--- src/pcg_pkg.sv ---
// Constants shared by the port routing and simple pin logic
package pcg_pkg;

    // ----------------------------------------------------------------
    // Register byte addresses
    // ----------------------------------------------------------------
    localparam logic [11:0] ADDR_ROUTING = 12'hB00;
    localparam logic [11:0] ADDR_ENABLES = 12'hB04;
    localparam logic [11:0] ADDR_OPEN_DRAIN = 12'hB08;
    localparam logic [11:0] ADDR_DIRECTION = 12'hB0C;
    localparam logic [11:0] ADDR_CONFLICT = 12'hB80;
    localparam logic [11:0] ADDR_OWNERSHIP = 12'hB84;
    localparam int ADDR_W = 12;

    // ----------------------------------------------------------------
    // Reset values and writable masks
    // ----------------------------------------------------------------
    localparam logic [31:0] RESET_WORD = 32'h0000_0000;
    localparam logic [31:0] ROUTING_WMASK = 32'hB3F7_1F77;
    localparam logic [31:0] SIMPLE_WMASK = 32'h3F0F_3FFF;

    // ----------------------------------------------------------------
    // Routing word fields, lsb numbering (bus bit = 31 - printed bit)
    // ----------------------------------------------------------------
    localparam int F_MEM_SEL = 31;
    localparam int F_ALT_LO = 28;
    localparam int F_ATA_LO = 24;
    localparam int F_IR_CLK = 23;
    localparam int F_IR_LO = 20;
    localparam int F_ETH_LO = 16;
    localparam int F_USB1 = 12;
    localparam int F_SC3_LO = 8;
    localparam int F_SC2_LO = 4;
    localparam int F_SC1_LO = 0;

    // Field codes
    localparam logic [1:0] ATA_ON_TIMER = 2'h3;
    localparam logic [1:0] ATA_NONE = 2'h0;
    localparam logic [2:0] CODE3_GPIO = 3'h0;
    localparam logic [2:0] IR_BLASTER_REMOTE_OFF = 3'h2;
    localparam logic [2:0] SC2_CAN = 3'h1;
    localparam logic [3:0] SC3_GPIO = 4'h0;
    localparam logic [3:0] SC3_USB2 = 4'h1;
    localparam logic [1:0] SUB_ISDN = 2'h1;
    localparam logic [1:0] SUB_UART = 2'h2;
    localparam logic [1:0] SUB_CODEC = 2'h3;

    // ----------------------------------------------------------------
    // Decoded routing flags on the route output
    // ----------------------------------------------------------------
    localparam int R_MEM_SEL = 0;
    localparam int R_CAN_ALT = 1;
    localparam int R_SPI_ALT = 2;
    localparam int R_ATA_CS45 = 3;
    localparam int R_ATA_I2C2 = 4;
    localparam int R_ATA_TIMER = 5;
    localparam int R_IR_CLK_EXT = 6;
    localparam int R_IR_BLASTER = 7;
    localparam int R_IR_REMOTE = 8;
    localparam int R_IRDA = 9;
    localparam int R_ETH_USB2 = 10;
    localparam int R_ETH_7WIRE = 11;
    localparam int R_ETH_100 = 12;
    localparam int R_ETH_MGMT = 13;
    localparam int R_USB1 = 14;
    localparam int R_SC3_USB2 = 15;
    localparam int R_SC3_SPI = 16;
    localparam int R_SC3_ISDN = 17;
    localparam int R_SC3_L1RG = 18;
    localparam int R_SC3_UART = 19;
    localparam int R_SC3_CD = 20;
    localparam int R_SC3_CODEC = 21;
    localparam int R_SC2_CAN = 22;
    localparam int R_SC2_AC97 = 23;
    localparam int R_SC2_UART = 24;
    localparam int R_SC2_CD = 25;
    localparam int R_SC2_CODEC = 26;
    localparam int R_SC1_AC97 = 27;
    localparam int R_SC1_UART = 28;
    localparam int R_SC1_CD = 29;
    localparam int R_SC1_CODEC = 30;
    localparam int ROUTE_W = 31;

    // Conflict flags
    localparam int C_CAN_ALT = 0;
    localparam int C_SPI_ALT = 1;
    localparam int C_USB2_TWICE = 2;
    localparam int CONFLICT_W = 3;

    // ----------------------------------------------------------------
    // Simple pins: bus bit of each pin in the simple registers
    // ----------------------------------------------------------------
    localparam int PIN_N = 24;
    localparam int PIN_BIT [PIN_N] = '{0, 1, 2, 3, 4, 5, 6, 7, 8, 9, 10, 11, 12, 13,
                                       16, 17, 18, 19, 24, 25, 26, 27, 28, 29};
    localparam int BIT_IR_CLK_PIN = 29;
    localparam int BIT_IR_TRANSMIT_PIN = 28;
    localparam int ETH_LO = 24;
    localparam int ETH_HI = 27;
    localparam int USB_LO = 16;
    localparam int USB_HI = 19;
    localparam int SC3_LO = 8;
    localparam int SC3_HI = 13;
    localparam int SC2_LO = 4;
    localparam int SC2_HI = 7;
    localparam int SC1_LO = 0;
    localparam int SC1_HI = 3;

endpackage

--- src/pcg_pin_if.sv ---
// Per-pin control bundle between the register block and the pin drivers
`timescale 1ns/1ps
`default_nettype none

interface pcg_pin_if #(parameter int N = 24);
    logic [N-1:0] owned;
    logic [N-1:0] dir;
    logic [N-1:0] open_drain;
    logic [N-1:0] data;
    logic [N-1:0] periph_out;
    logic [N-1:0] periph_oe_n;

    modport ctrl (output owned, output dir, output open_drain, output data,
                  output periph_out, output periph_oe_n);
    modport drv (input owned, input dir, input open_drain, input data,
                 input periph_out, input periph_oe_n);
endinterface

`default_nettype wire

--- src/pcg_pin_drive.sv ---
// Registered pin driver: GPIO or peripheral ownership and open-drain emulation
`timescale 1ns/1ps
`default_nettype none

module pcg_pin_drive #(
    parameter int N = 24
) (
    // Clock and reset
    input wire logic i_clock,
    input wire logic i_resetn,
    // Control bundle
    pcg_pin_if.drv ctl,
    // Pin side
    output logic [N-1:0] o_pin_out,
    output logic [N-1:0] o_pin_oe_n
);

    typedef struct packed {
        logic [N-1:0] out;
        logic [N-1:0] oe_n;
    } pcg_drv_state_t;

    pcg_drv_state_t state;
    pcg_drv_state_t next_state;

    if (N < 1) begin : g_bad_n
        $error("pcg_pin_drive: N must be at least 1");
    end

    // ----------------------------------------------------------------
    // Per-pin selection
    // ----------------------------------------------------------------
    always_comb begin
        next_state = state;
        for (int k = 0; k < N; k++) begin
            if (ctl.owned[k]) begin
                next_state.out[k] = ctl.open_drain[k] ? 1'b0 : ctl.data[k];
                // Drive only as output; a high in open-drain mode releases the pin
                next_state.oe_n[k] = !(ctl.dir[k] && !(ctl.open_drain[k] && ctl.data[k]));
            end else begin
                next_state.out[k] = ctl.periph_out[k];
                next_state.oe_n[k] = ctl.periph_oe_n[k];
            end
        end
    end

    always_ff @(posedge i_clock or negedge i_resetn) begin
        if (!i_resetn) begin
            state <= '{out: '0, oe_n: '1};
        end else begin
            state <= next_state;
        end
    end

    assign o_pin_out = state.out;
    assign o_pin_oe_n = state.oe_n;

endmodule // pcg_pin_drive

`default_nettype wire

--- src/pcg_port_config.sv ---
// Port routing word, simple pin registers and APB slave
`timescale 1ns/1ps
`default_nettype none

module pcg_port_config #(
    parameter int PIN_N = pcg_pkg::PIN_N
) (
    // Clock and reset
    input wire logic I_CLOCK,
    input wire logic I_RESETN,
    // APB slave
    input wire logic I_PSEL,
    input wire logic I_PENABLE,
    input wire logic I_PWRITE,
    input wire logic [11:0] I_PADDR,
    input wire logic [31:0] I_PWDATA,
    output logic [31:0] O_PRDATA,
    output logic O_PREADY,
    output logic O_PSLVERR,
    // GPIO data in register bus bit order, peripheral drive in simple pin order
    input wire logic [31:0] I_GPIO_DATA,
    input wire logic [PIN_N-1:0] I_PERIPH_OUT,
    input wire logic [PIN_N-1:0] I_PERIPH_OE_N,
    // Pins
    output logic [PIN_N-1:0] O_PIN_OUT,
    output logic [PIN_N-1:0] O_PIN_OE_N,
    // Routing to peripherals
    output logic [pcg_pkg::ROUTE_W-1:0] O_ROUTE,
    output logic [pcg_pkg::CONFLICT_W-1:0] O_CONFLICT
);

    typedef struct packed {
        logic [31:0] routing;
        logic [31:0] enables;
        logic [31:0] open_drain;
        logic [31:0] direction;
        logic [31:0] rdata;
        logic [pcg_pkg::ROUTE_W-1:0] route;
        logic [pcg_pkg::CONFLICT_W-1:0] conflict;
    } pcg_state_t;

    pcg_state_t state;
    pcg_state_t next_state;

    logic [31:0] gpio_routed;
    logic [31:0] owned_word;
    logic apb_setup;
    logic apb_access;
    logic addr_hit;

    if (PIN_N != pcg_pkg::PIN_N) begin : g_bad_pin_n
        $error("pcg_port_config: PIN_N must match the simple pin map");
    end

    // ----------------------------------------------------------------
    // Routing decode
    // ----------------------------------------------------------------
    function automatic logic [pcg_pkg::ROUTE_W-1:0] decode_route(input logic [31:0] w);
        logic [1:0] alt;
        logic [1:0] ata;
        logic [2:0] ir;
        logic [2:0] eth;
        logic [3:0] s3;
        logic [2:0] s2;
        logic [2:0] s1;
        logic [1:0] sub3;
        logic [pcg_pkg::ROUTE_W-1:0] r;
        alt = w[pcg_pkg::F_ALT_LO +: 2];
        ata = w[pcg_pkg::F_ATA_LO +: 2];
        ir = w[pcg_pkg::F_IR_LO +: 3];
        eth = w[pcg_pkg::F_ETH_LO +: 3];
        s3 = w[pcg_pkg::F_SC3_LO +: 4];
        s2 = w[pcg_pkg::F_SC2_LO +: 3];
        s1 = w[pcg_pkg::F_SC1_LO +: 3];
        sub3 = s3[2:1];
        r = '0;
        r[pcg_pkg::R_MEM_SEL] = w[pcg_pkg::F_MEM_SEL];
        r[pcg_pkg::R_CAN_ALT] = alt[0];
        r[pcg_pkg::R_SPI_ALT] = alt[1];
        r[pcg_pkg::R_ATA_CS45] = (ata == 2'h1);
        r[pcg_pkg::R_ATA_I2C2] = (ata == 2'h2);
        r[pcg_pkg::R_ATA_TIMER] = (ata == pcg_pkg::ATA_ON_TIMER);
        r[pcg_pkg::R_IR_CLK_EXT] = w[pcg_pkg::F_IR_CLK];
        r[pcg_pkg::R_IR_BLASTER] = !ir[2] && ir[0];
        r[pcg_pkg::R_IR_REMOTE] = ir[1];
        r[pcg_pkg::R_IRDA] = ir[2];
        r[pcg_pkg::R_ETH_USB2] = !eth[2] && eth[0];
        r[pcg_pkg::R_ETH_7WIRE] = !eth[2] && eth[1];
        r[pcg_pkg::R_ETH_100] = eth[2];
        r[pcg_pkg::R_ETH_MGMT] = eth[2] && (eth[1] || eth[0]);
        r[pcg_pkg::R_USB1] = w[pcg_pkg::F_USB1];
        r[pcg_pkg::R_SC3_USB2] = (s3 == pcg_pkg::SC3_USB2);
        r[pcg_pkg::R_SC3_SPI] = s3[3];
        r[pcg_pkg::R_SC3_ISDN] = (sub3 == pcg_pkg::SUB_ISDN);
        r[pcg_pkg::R_SC3_L1RG] = (sub3 == pcg_pkg::SUB_ISDN) && s3[0];
        r[pcg_pkg::R_SC3_UART] = (sub3 == pcg_pkg::SUB_UART);
        r[pcg_pkg::R_SC3_CD] = (sub3 == pcg_pkg::SUB_UART) && s3[0];
        r[pcg_pkg::R_SC3_CODEC] = (sub3 == pcg_pkg::SUB_CODEC);
        r[pcg_pkg::R_SC2_CAN] = (s2 == pcg_pkg::SC2_CAN);
        r[pcg_pkg::R_SC2_AC97] = (s2[2:1] == pcg_pkg::SUB_ISDN);
        r[pcg_pkg::R_SC2_UART] = (s2[2:1] == pcg_pkg::SUB_UART);
        r[pcg_pkg::R_SC2_CD] = (s2[2:1] == pcg_pkg::SUB_UART) && s2[0];
        r[pcg_pkg::R_SC2_CODEC] = (s2[2:1] == pcg_pkg::SUB_CODEC);
        r[pcg_pkg::R_SC1_AC97] = (s1[2:1] == pcg_pkg::SUB_ISDN);
        r[pcg_pkg::R_SC1_UART] = (s1[2:1] == pcg_pkg::SUB_UART);
        r[pcg_pkg::R_SC1_CD] = (s1[2:1] == pcg_pkg::SUB_UART) && s1[0];
        r[pcg_pkg::R_SC1_CODEC] = (s1[2:1] == pcg_pkg::SUB_CODEC);
        return r;
    endfunction

    // ----------------------------------------------------------------
    // Forbidden combinations, reported but not blocked
    // ----------------------------------------------------------------
    function automatic logic [pcg_pkg::CONFLICT_W-1:0] detect_conflict(input logic [31:0] w);
        logic [pcg_pkg::CONFLICT_W-1:0] c;
        logic [2:0] eth;
        eth = w[pcg_pkg::F_ETH_LO +: 3];
        c = '0;
        c[pcg_pkg::C_CAN_ALT] = w[pcg_pkg::F_ALT_LO]
            && ((w[pcg_pkg::F_ATA_LO +: 2] == pcg_pkg::ATA_ON_TIMER)
                || (w[pcg_pkg::F_SC2_LO +: 3] == pcg_pkg::SC2_CAN));
        c[pcg_pkg::C_SPI_ALT] = w[pcg_pkg::F_ALT_LO + 1] && w[pcg_pkg::F_SC3_LO + 3];
        c[pcg_pkg::C_USB2_TWICE] = !eth[2] && eth[0]
            && (w[pcg_pkg::F_SC3_LO +: 4] == pcg_pkg::SC3_USB2);
        return c;
    endfunction

    // ----------------------------------------------------------------
    // Which simple pins the routing word leaves to GPIO
    // ----------------------------------------------------------------
    always_comb begin
        gpio_routed = '0;
        gpio_routed[pcg_pkg::BIT_IR_CLK_PIN] = !state.routing[pcg_pkg::F_IR_CLK];
        gpio_routed[pcg_pkg::BIT_IR_TRANSMIT_PIN] = (state.routing[pcg_pkg::F_IR_LO +: 3] == pcg_pkg::CODE3_GPIO)
            || (state.routing[pcg_pkg::F_IR_LO +: 3] == pcg_pkg::IR_BLASTER_REMOTE_OFF);
        gpio_routed[pcg_pkg::ETH_HI:pcg_pkg::ETH_LO] = {4{!state.routing[pcg_pkg::F_ETH_LO + 2]
            && !state.routing[pcg_pkg::F_ETH_LO + 1]}};
        gpio_routed[pcg_pkg::USB_HI:pcg_pkg::USB_LO] = {4{!state.routing[pcg_pkg::F_USB1]}};
        gpio_routed[pcg_pkg::SC3_HI:pcg_pkg::SC3_LO] =
            {6{state.routing[pcg_pkg::F_SC3_LO +: 4] == pcg_pkg::SC3_GPIO}};
        gpio_routed[pcg_pkg::SC2_HI:pcg_pkg::SC2_LO] =
            {4{state.routing[pcg_pkg::F_SC2_LO +: 3] == pcg_pkg::CODE3_GPIO}};
        gpio_routed[pcg_pkg::SC1_HI:pcg_pkg::SC1_LO] =
            {4{state.routing[pcg_pkg::F_SC1_LO + 2 -: 2] == 2'h0}};
    end

    assign owned_word = gpio_routed & state.enables;

    // ----------------------------------------------------------------
    // APB decode
    // ----------------------------------------------------------------
    assign apb_setup = I_PSEL && !I_PENABLE;
    assign apb_access = I_PSEL && I_PENABLE;

    always_comb begin
        unique case (I_PADDR)
            pcg_pkg::ADDR_ROUTING, pcg_pkg::ADDR_ENABLES, pcg_pkg::ADDR_OPEN_DRAIN,
            pcg_pkg::ADDR_DIRECTION, pcg_pkg::ADDR_CONFLICT, pcg_pkg::ADDR_OWNERSHIP: addr_hit = 1'b1;
            default: addr_hit = 1'b0;
        endcase
    end

    // ----------------------------------------------------------------
    // Next state
    // ----------------------------------------------------------------
    always_comb begin
        next_state = state;
        // Read data is fetched in the setup cycle and held for the access cycle
        if (apb_setup) begin
            unique case (I_PADDR)
                pcg_pkg::ADDR_ROUTING: next_state.rdata = state.routing;
                pcg_pkg::ADDR_ENABLES: next_state.rdata = state.enables;
                pcg_pkg::ADDR_OPEN_DRAIN: next_state.rdata = state.open_drain;
                pcg_pkg::ADDR_DIRECTION: next_state.rdata = state.direction;
                pcg_pkg::ADDR_CONFLICT: next_state.rdata = {{(32 - pcg_pkg::CONFLICT_W){1'b0}}, state.conflict};
                pcg_pkg::ADDR_OWNERSHIP: next_state.rdata = owned_word;
                default: next_state.rdata = pcg_pkg::RESET_WORD;
            endcase
        end
        if (apb_access && I_PWRITE) begin
            unique case (I_PADDR)
                pcg_pkg::ADDR_ROUTING: next_state.routing = I_PWDATA & pcg_pkg::ROUTING_WMASK;
                pcg_pkg::ADDR_ENABLES: next_state.enables = I_PWDATA & pcg_pkg::SIMPLE_WMASK;
                pcg_pkg::ADDR_OPEN_DRAIN: next_state.open_drain = I_PWDATA & pcg_pkg::SIMPLE_WMASK;
                pcg_pkg::ADDR_DIRECTION: next_state.direction = I_PWDATA & pcg_pkg::SIMPLE_WMASK;
                default: next_state.routing = state.routing;
            endcase
        end
        next_state.route = decode_route(next_state.routing);
        next_state.conflict = detect_conflict(next_state.routing);
    end

    always_ff @(posedge I_CLOCK or negedge I_RESETN) begin
        if (!I_RESETN) begin
            state <= '0;
        end else begin
            state <= next_state;
        end
    end

    // ----------------------------------------------------------------
    // Outputs
    // ----------------------------------------------------------------
    assign O_PRDATA = state.rdata;
    assign O_PREADY = apb_access;
    assign O_PSLVERR = apb_access && !addr_hit;
    assign O_ROUTE = state.route;
    assign O_CONFLICT = state.conflict;

    // ----------------------------------------------------------------
    // Pin drivers
    // ----------------------------------------------------------------
    pcg_pin_if #(.N(PIN_N)) pins ();

    for (genvar k = 0; k < PIN_N; k++) begin : g_pin
        // Printed bit order runs msb first, so a higher printed bit is a lower bus bit
        assign pins.owned[k] = owned_word[pcg_pkg::PIN_BIT[k]];
        assign pins.dir[k] = state.direction[pcg_pkg::PIN_BIT[k]];
        assign pins.open_drain[k] = state.open_drain[pcg_pkg::PIN_BIT[k]];
        assign pins.data[k] = I_GPIO_DATA[pcg_pkg::PIN_BIT[k]];
        assign pins.periph_out[k] = I_PERIPH_OUT[k];
        assign pins.periph_oe_n[k] = I_PERIPH_OE_N[k];
    end

    pcg_pin_drive #(.N(PIN_N)) u_drive (
        .i_clock(I_CLOCK),
        .i_resetn(I_RESETN),
        .ctl(pins.drv),
        .o_pin_out(O_PIN_OUT),
        .o_pin_oe_n(O_PIN_OE_N)
    );

endmodule // pcg_port_config

`default_nettype wire

--- config.mk ---
export PLATFORM = sky130hd
export DESIGN_NAME = pcg_port_config
export DESIGN_NICKNAME = d
export VERILOG_FILES = /design/src/pcg_pkg.sv /design/src/pcg_pin_if.sv /design/src/pcg_pin_drive.sv /design/src/pcg_port_config.sv
export SDC_FILE = /design/constraint.sdc
export NUM_CORES = 1
export LEC_CHECK = 0
export ABC_AREA = 1
export BUFFER_PORTS_ARGS = -buffer_cell sky130_fd_sc_hd__buf_4
export CAP_MARGIN = 20
export CORE_MARGIN = 4
export CORE_UTILIZATION = 30
export DETAILED_ROUTE_END_ITERATION = 10
export PLACE_DENSITY = 0.49
export SYNTH_ARGS = -nofsm -noshare
export SYNTH_HDL_FRONTEND = slang
export SYNTH_HIERARCHICAL = 1
export SYNTH_SLANG_ARGS = --single-unit
--- constraint.sdc ---
create_clock -name I_CLOCK -period 2 [get_ports I_CLOCK]
set_input_delay 0.4 -clock I_CLOCK [delete_from_list [all_inputs] [get_ports I_CLOCK]]
set_output_delay 0.4 -clock I_CLOCK [all_outputs]
set_load 0.02 [all_outputs]
==> metrics.csv <==
metric,value,unit
cp-start-kind,input port,
setup_violations,0,
hold_class,input port to flip-flop,
finalPower,8090,µW
criticalPathCategory,input port to output pin,
drt_pass1_iterations,5,
yosysWarnings,6,
wl_per_cell,15.4,µm
worst_pin_slew,542,ps
drv_cap,0,
vias_per_cell,4.25,
yosys-top-cells-area,"dfrtp_1 44%, nand2_1 19%, dfstp_2 6.4%",
synth_most_common_cell,nand2_1,
diodes,0,
ys.flop_type,dfrtp_1,
crit_required,1600,ps
slowest_stage,nor2_2,
clkLatencyLatePin,450,ps
power_density,650,nW/µm²
finalHoldViolations,0,
outcome,"finished, final reports clean",
netlist_area,9780,µm²
grt_pass1_wl,45.4,mm
die_w,189,µm
critPathMostFrequentCell,buf_4,
grt_use_total,16.6,%
path_buf_inv,3,
cellLeakagePower,0.00658,µW
nNetsFinal,1566,
synth_common_cells,"493 x nand2_1, 173 x dfrtp_1, 122 x inv_1, 69 x buf_4, 68 x nor2_1",
num_vias,8004,
htreeDepth,4,
design.core.area,31900,µm²
cts_tree,built,
rows,65,
grt-ovfl-total,0,
finalCritPeriodShare,95.4,%
power.internal,6010,µW
fin_crit,1910,ps
fin_skew,14.9,ps
drv_slew,0,
antenna_found_initial,0,
relSlewSlack,63.8,%
start_util,30.7,%
p_switching,2070,µW
drive_above_1_share,30.8,%
fmax,524,MHz
pin_count,245,
ant_nets,0,
cts_sinks,197,
slowest_delay,180,ps
path_cells,buf_4 -> buf_4 -> nor2_1 -> nand2_2 -> nor2_2 -> nand2_2 -> nand4_1 -> nor3_2 -> buf_4,
portBuffers,230,
synth_edf_count,0,
pwr-share-clk,41.8,%
grt_pass1_vias,7896,
cpLargestDelayFamily,simple AND/OR/NAND/NOR gates,
tns,0,ps
die_area,35600,µm²
synth_top_cell_area_share,44.3,%
drc,0,
endpoint_kind,output pin,
p_sw_share,25.6,%
avgSynthCellArea,7.95,µm²
p_comb_share,7.9,%
worstPathMaxFanout,4,
path_clk_slew,80,ps
yosysSeqAreaShare,50.7,%
grt_setup_unrepaired,no,
yosysUniqueCellTypes,37,
critical_path_arrival,1510,ps
drt_iter0_markers,511,
numCtsBuffers,17,
synth.largest_area_cell,dfrtp_1,
power_frac_seq,50.3,%
ys_ff_latch,197,
ys_async_sr_fraction,100,%
die_y,189,µm
ir_drop,0.577,mV
syn_inst,1230,
wirelength,29.1,mm
clockBufferDepth,2,
grt_max_degree,61,
gp_congestion,0.791,
dp_hpwl,21.5,mm
area_delta_synth_final,27.3,%
root_buffer,clkbuf_16,
==> placed cells by master (no fill, tap or decap), types with 24 or more instances in the layout <==
cell type / netlist / final
buf_4: 69 / 273
dfrtp_1: 173 / 173
dfstp_2: 24 / 24
inv_1: 122 / 121
inv_2: 27 / 28
nand2_1: 493 / 492
nand3_1: 31 / 31
nor2_1: 68 / 67
nor2_2: 26 / 26
o21ai_0: 52 / 52
o21ai_1: 41 / 41
==> final cells by class <==
type / instances / area [µm²]
fill: 3379 / 19400
sequential: 197 / 4960
multi-input combinational: 784 / 3550
timing repair buffer: 285 / 2270
inverter: 152 / 576
tap: 435 / 544
clock buffer: 19 / 443
clock inverter: 13 / 116
==> layer usage <==
layer  wire, µm  vias up  track usage (%)  share of wire [%]
li1           -     4084                -                  -
met1      13800     3714             22.7                 47
met2      13400      187             26.7                 46
met3       1470       19             3.76                5.0
met4        423        0             4.37                1.5
met5          0        -                0                  0
==> final timing paths <==
path | end | cells after the start | from | slack [ps]
hold / removal | u_drive/o_pin_out[2] | 3 | I_PERIPH_OUT[2] | 150
hold reg to reg | O_PRDATA[8] | 2 | O_PRDATA[8] | 480
max in group asynchronous | u_drive/o_pin_oe_n[23] | 3 | I_RESETN | 900
setup / recovery | O_PSLVERR | 9 | I_PADDR[3] | 90
setup reg to reg | u_drive/o_pin_out[10] | 7 | state[170] | 490
min in group asynchronous | O_ROUTE[20] | 2 | I_RESETN | 420
==> tightest hold or removal path, cell delays in order <==
cell and delay (ps):
buf_4 80, nand2_1 40, nand2_1 50
==> repair_timing <==
action                     CTS  global route
setup endpoints to repair    0             1
hold buffers                 1             0
buffers inserted             0             7
hold endpoints to repair    31             0
gates resized for setup      0             4
==> power groups by stage <==
stage	Clock [µW]	Combinational (µW)	Sequential [µW]
after floorplan	0	140	4210
after CTS	3500	648	4070
after global placement	0	647	4140
after detailed placement	0	645	4140
after global routing	3680	705	4070
final	3380	640	4070
==> registers in the layout, summed over array words and instances (netlist names) <==
register,count
O_PRDATA,29
O_CONFLICT,3
state,38
pins.open_drain,24
pins.dir,24
u_drive/o_pin_oe_n,24
u_drive/o_pin_out,24
O_ROUTE,31
==> cell families (layout without fill, tap and decap cells) <==
family | after synthesis | in the layout | synth area share (%)
AND/OR/NAND/NOR | 667 | 667 | 29.2
buffers and inverters | 251 | 469 | 13.3
flip-flops | 197 | 197 | 50.7
AO/OA/AOI/OAI | 114 | 114 | 6.74
other | 1 | 3 | 0.0383
==> through the flow <==
stage	hold slack [ps]	util, %	area [µm²]	instances	setup WS [ps]
after floorplan	104	-	9790	1232	86.4
after CTS	123	38.8	12400	1878	86.9
after global placement	308	37.0	11800	1845	89.4
final	146	39.1	12500	1885	92.4
after detailed placement	306	37.0	11800	1845	65.9
after global routing	125	39.1	12500	1885	9.73
No activity file was read; power rests on OpenSTA's default activity.
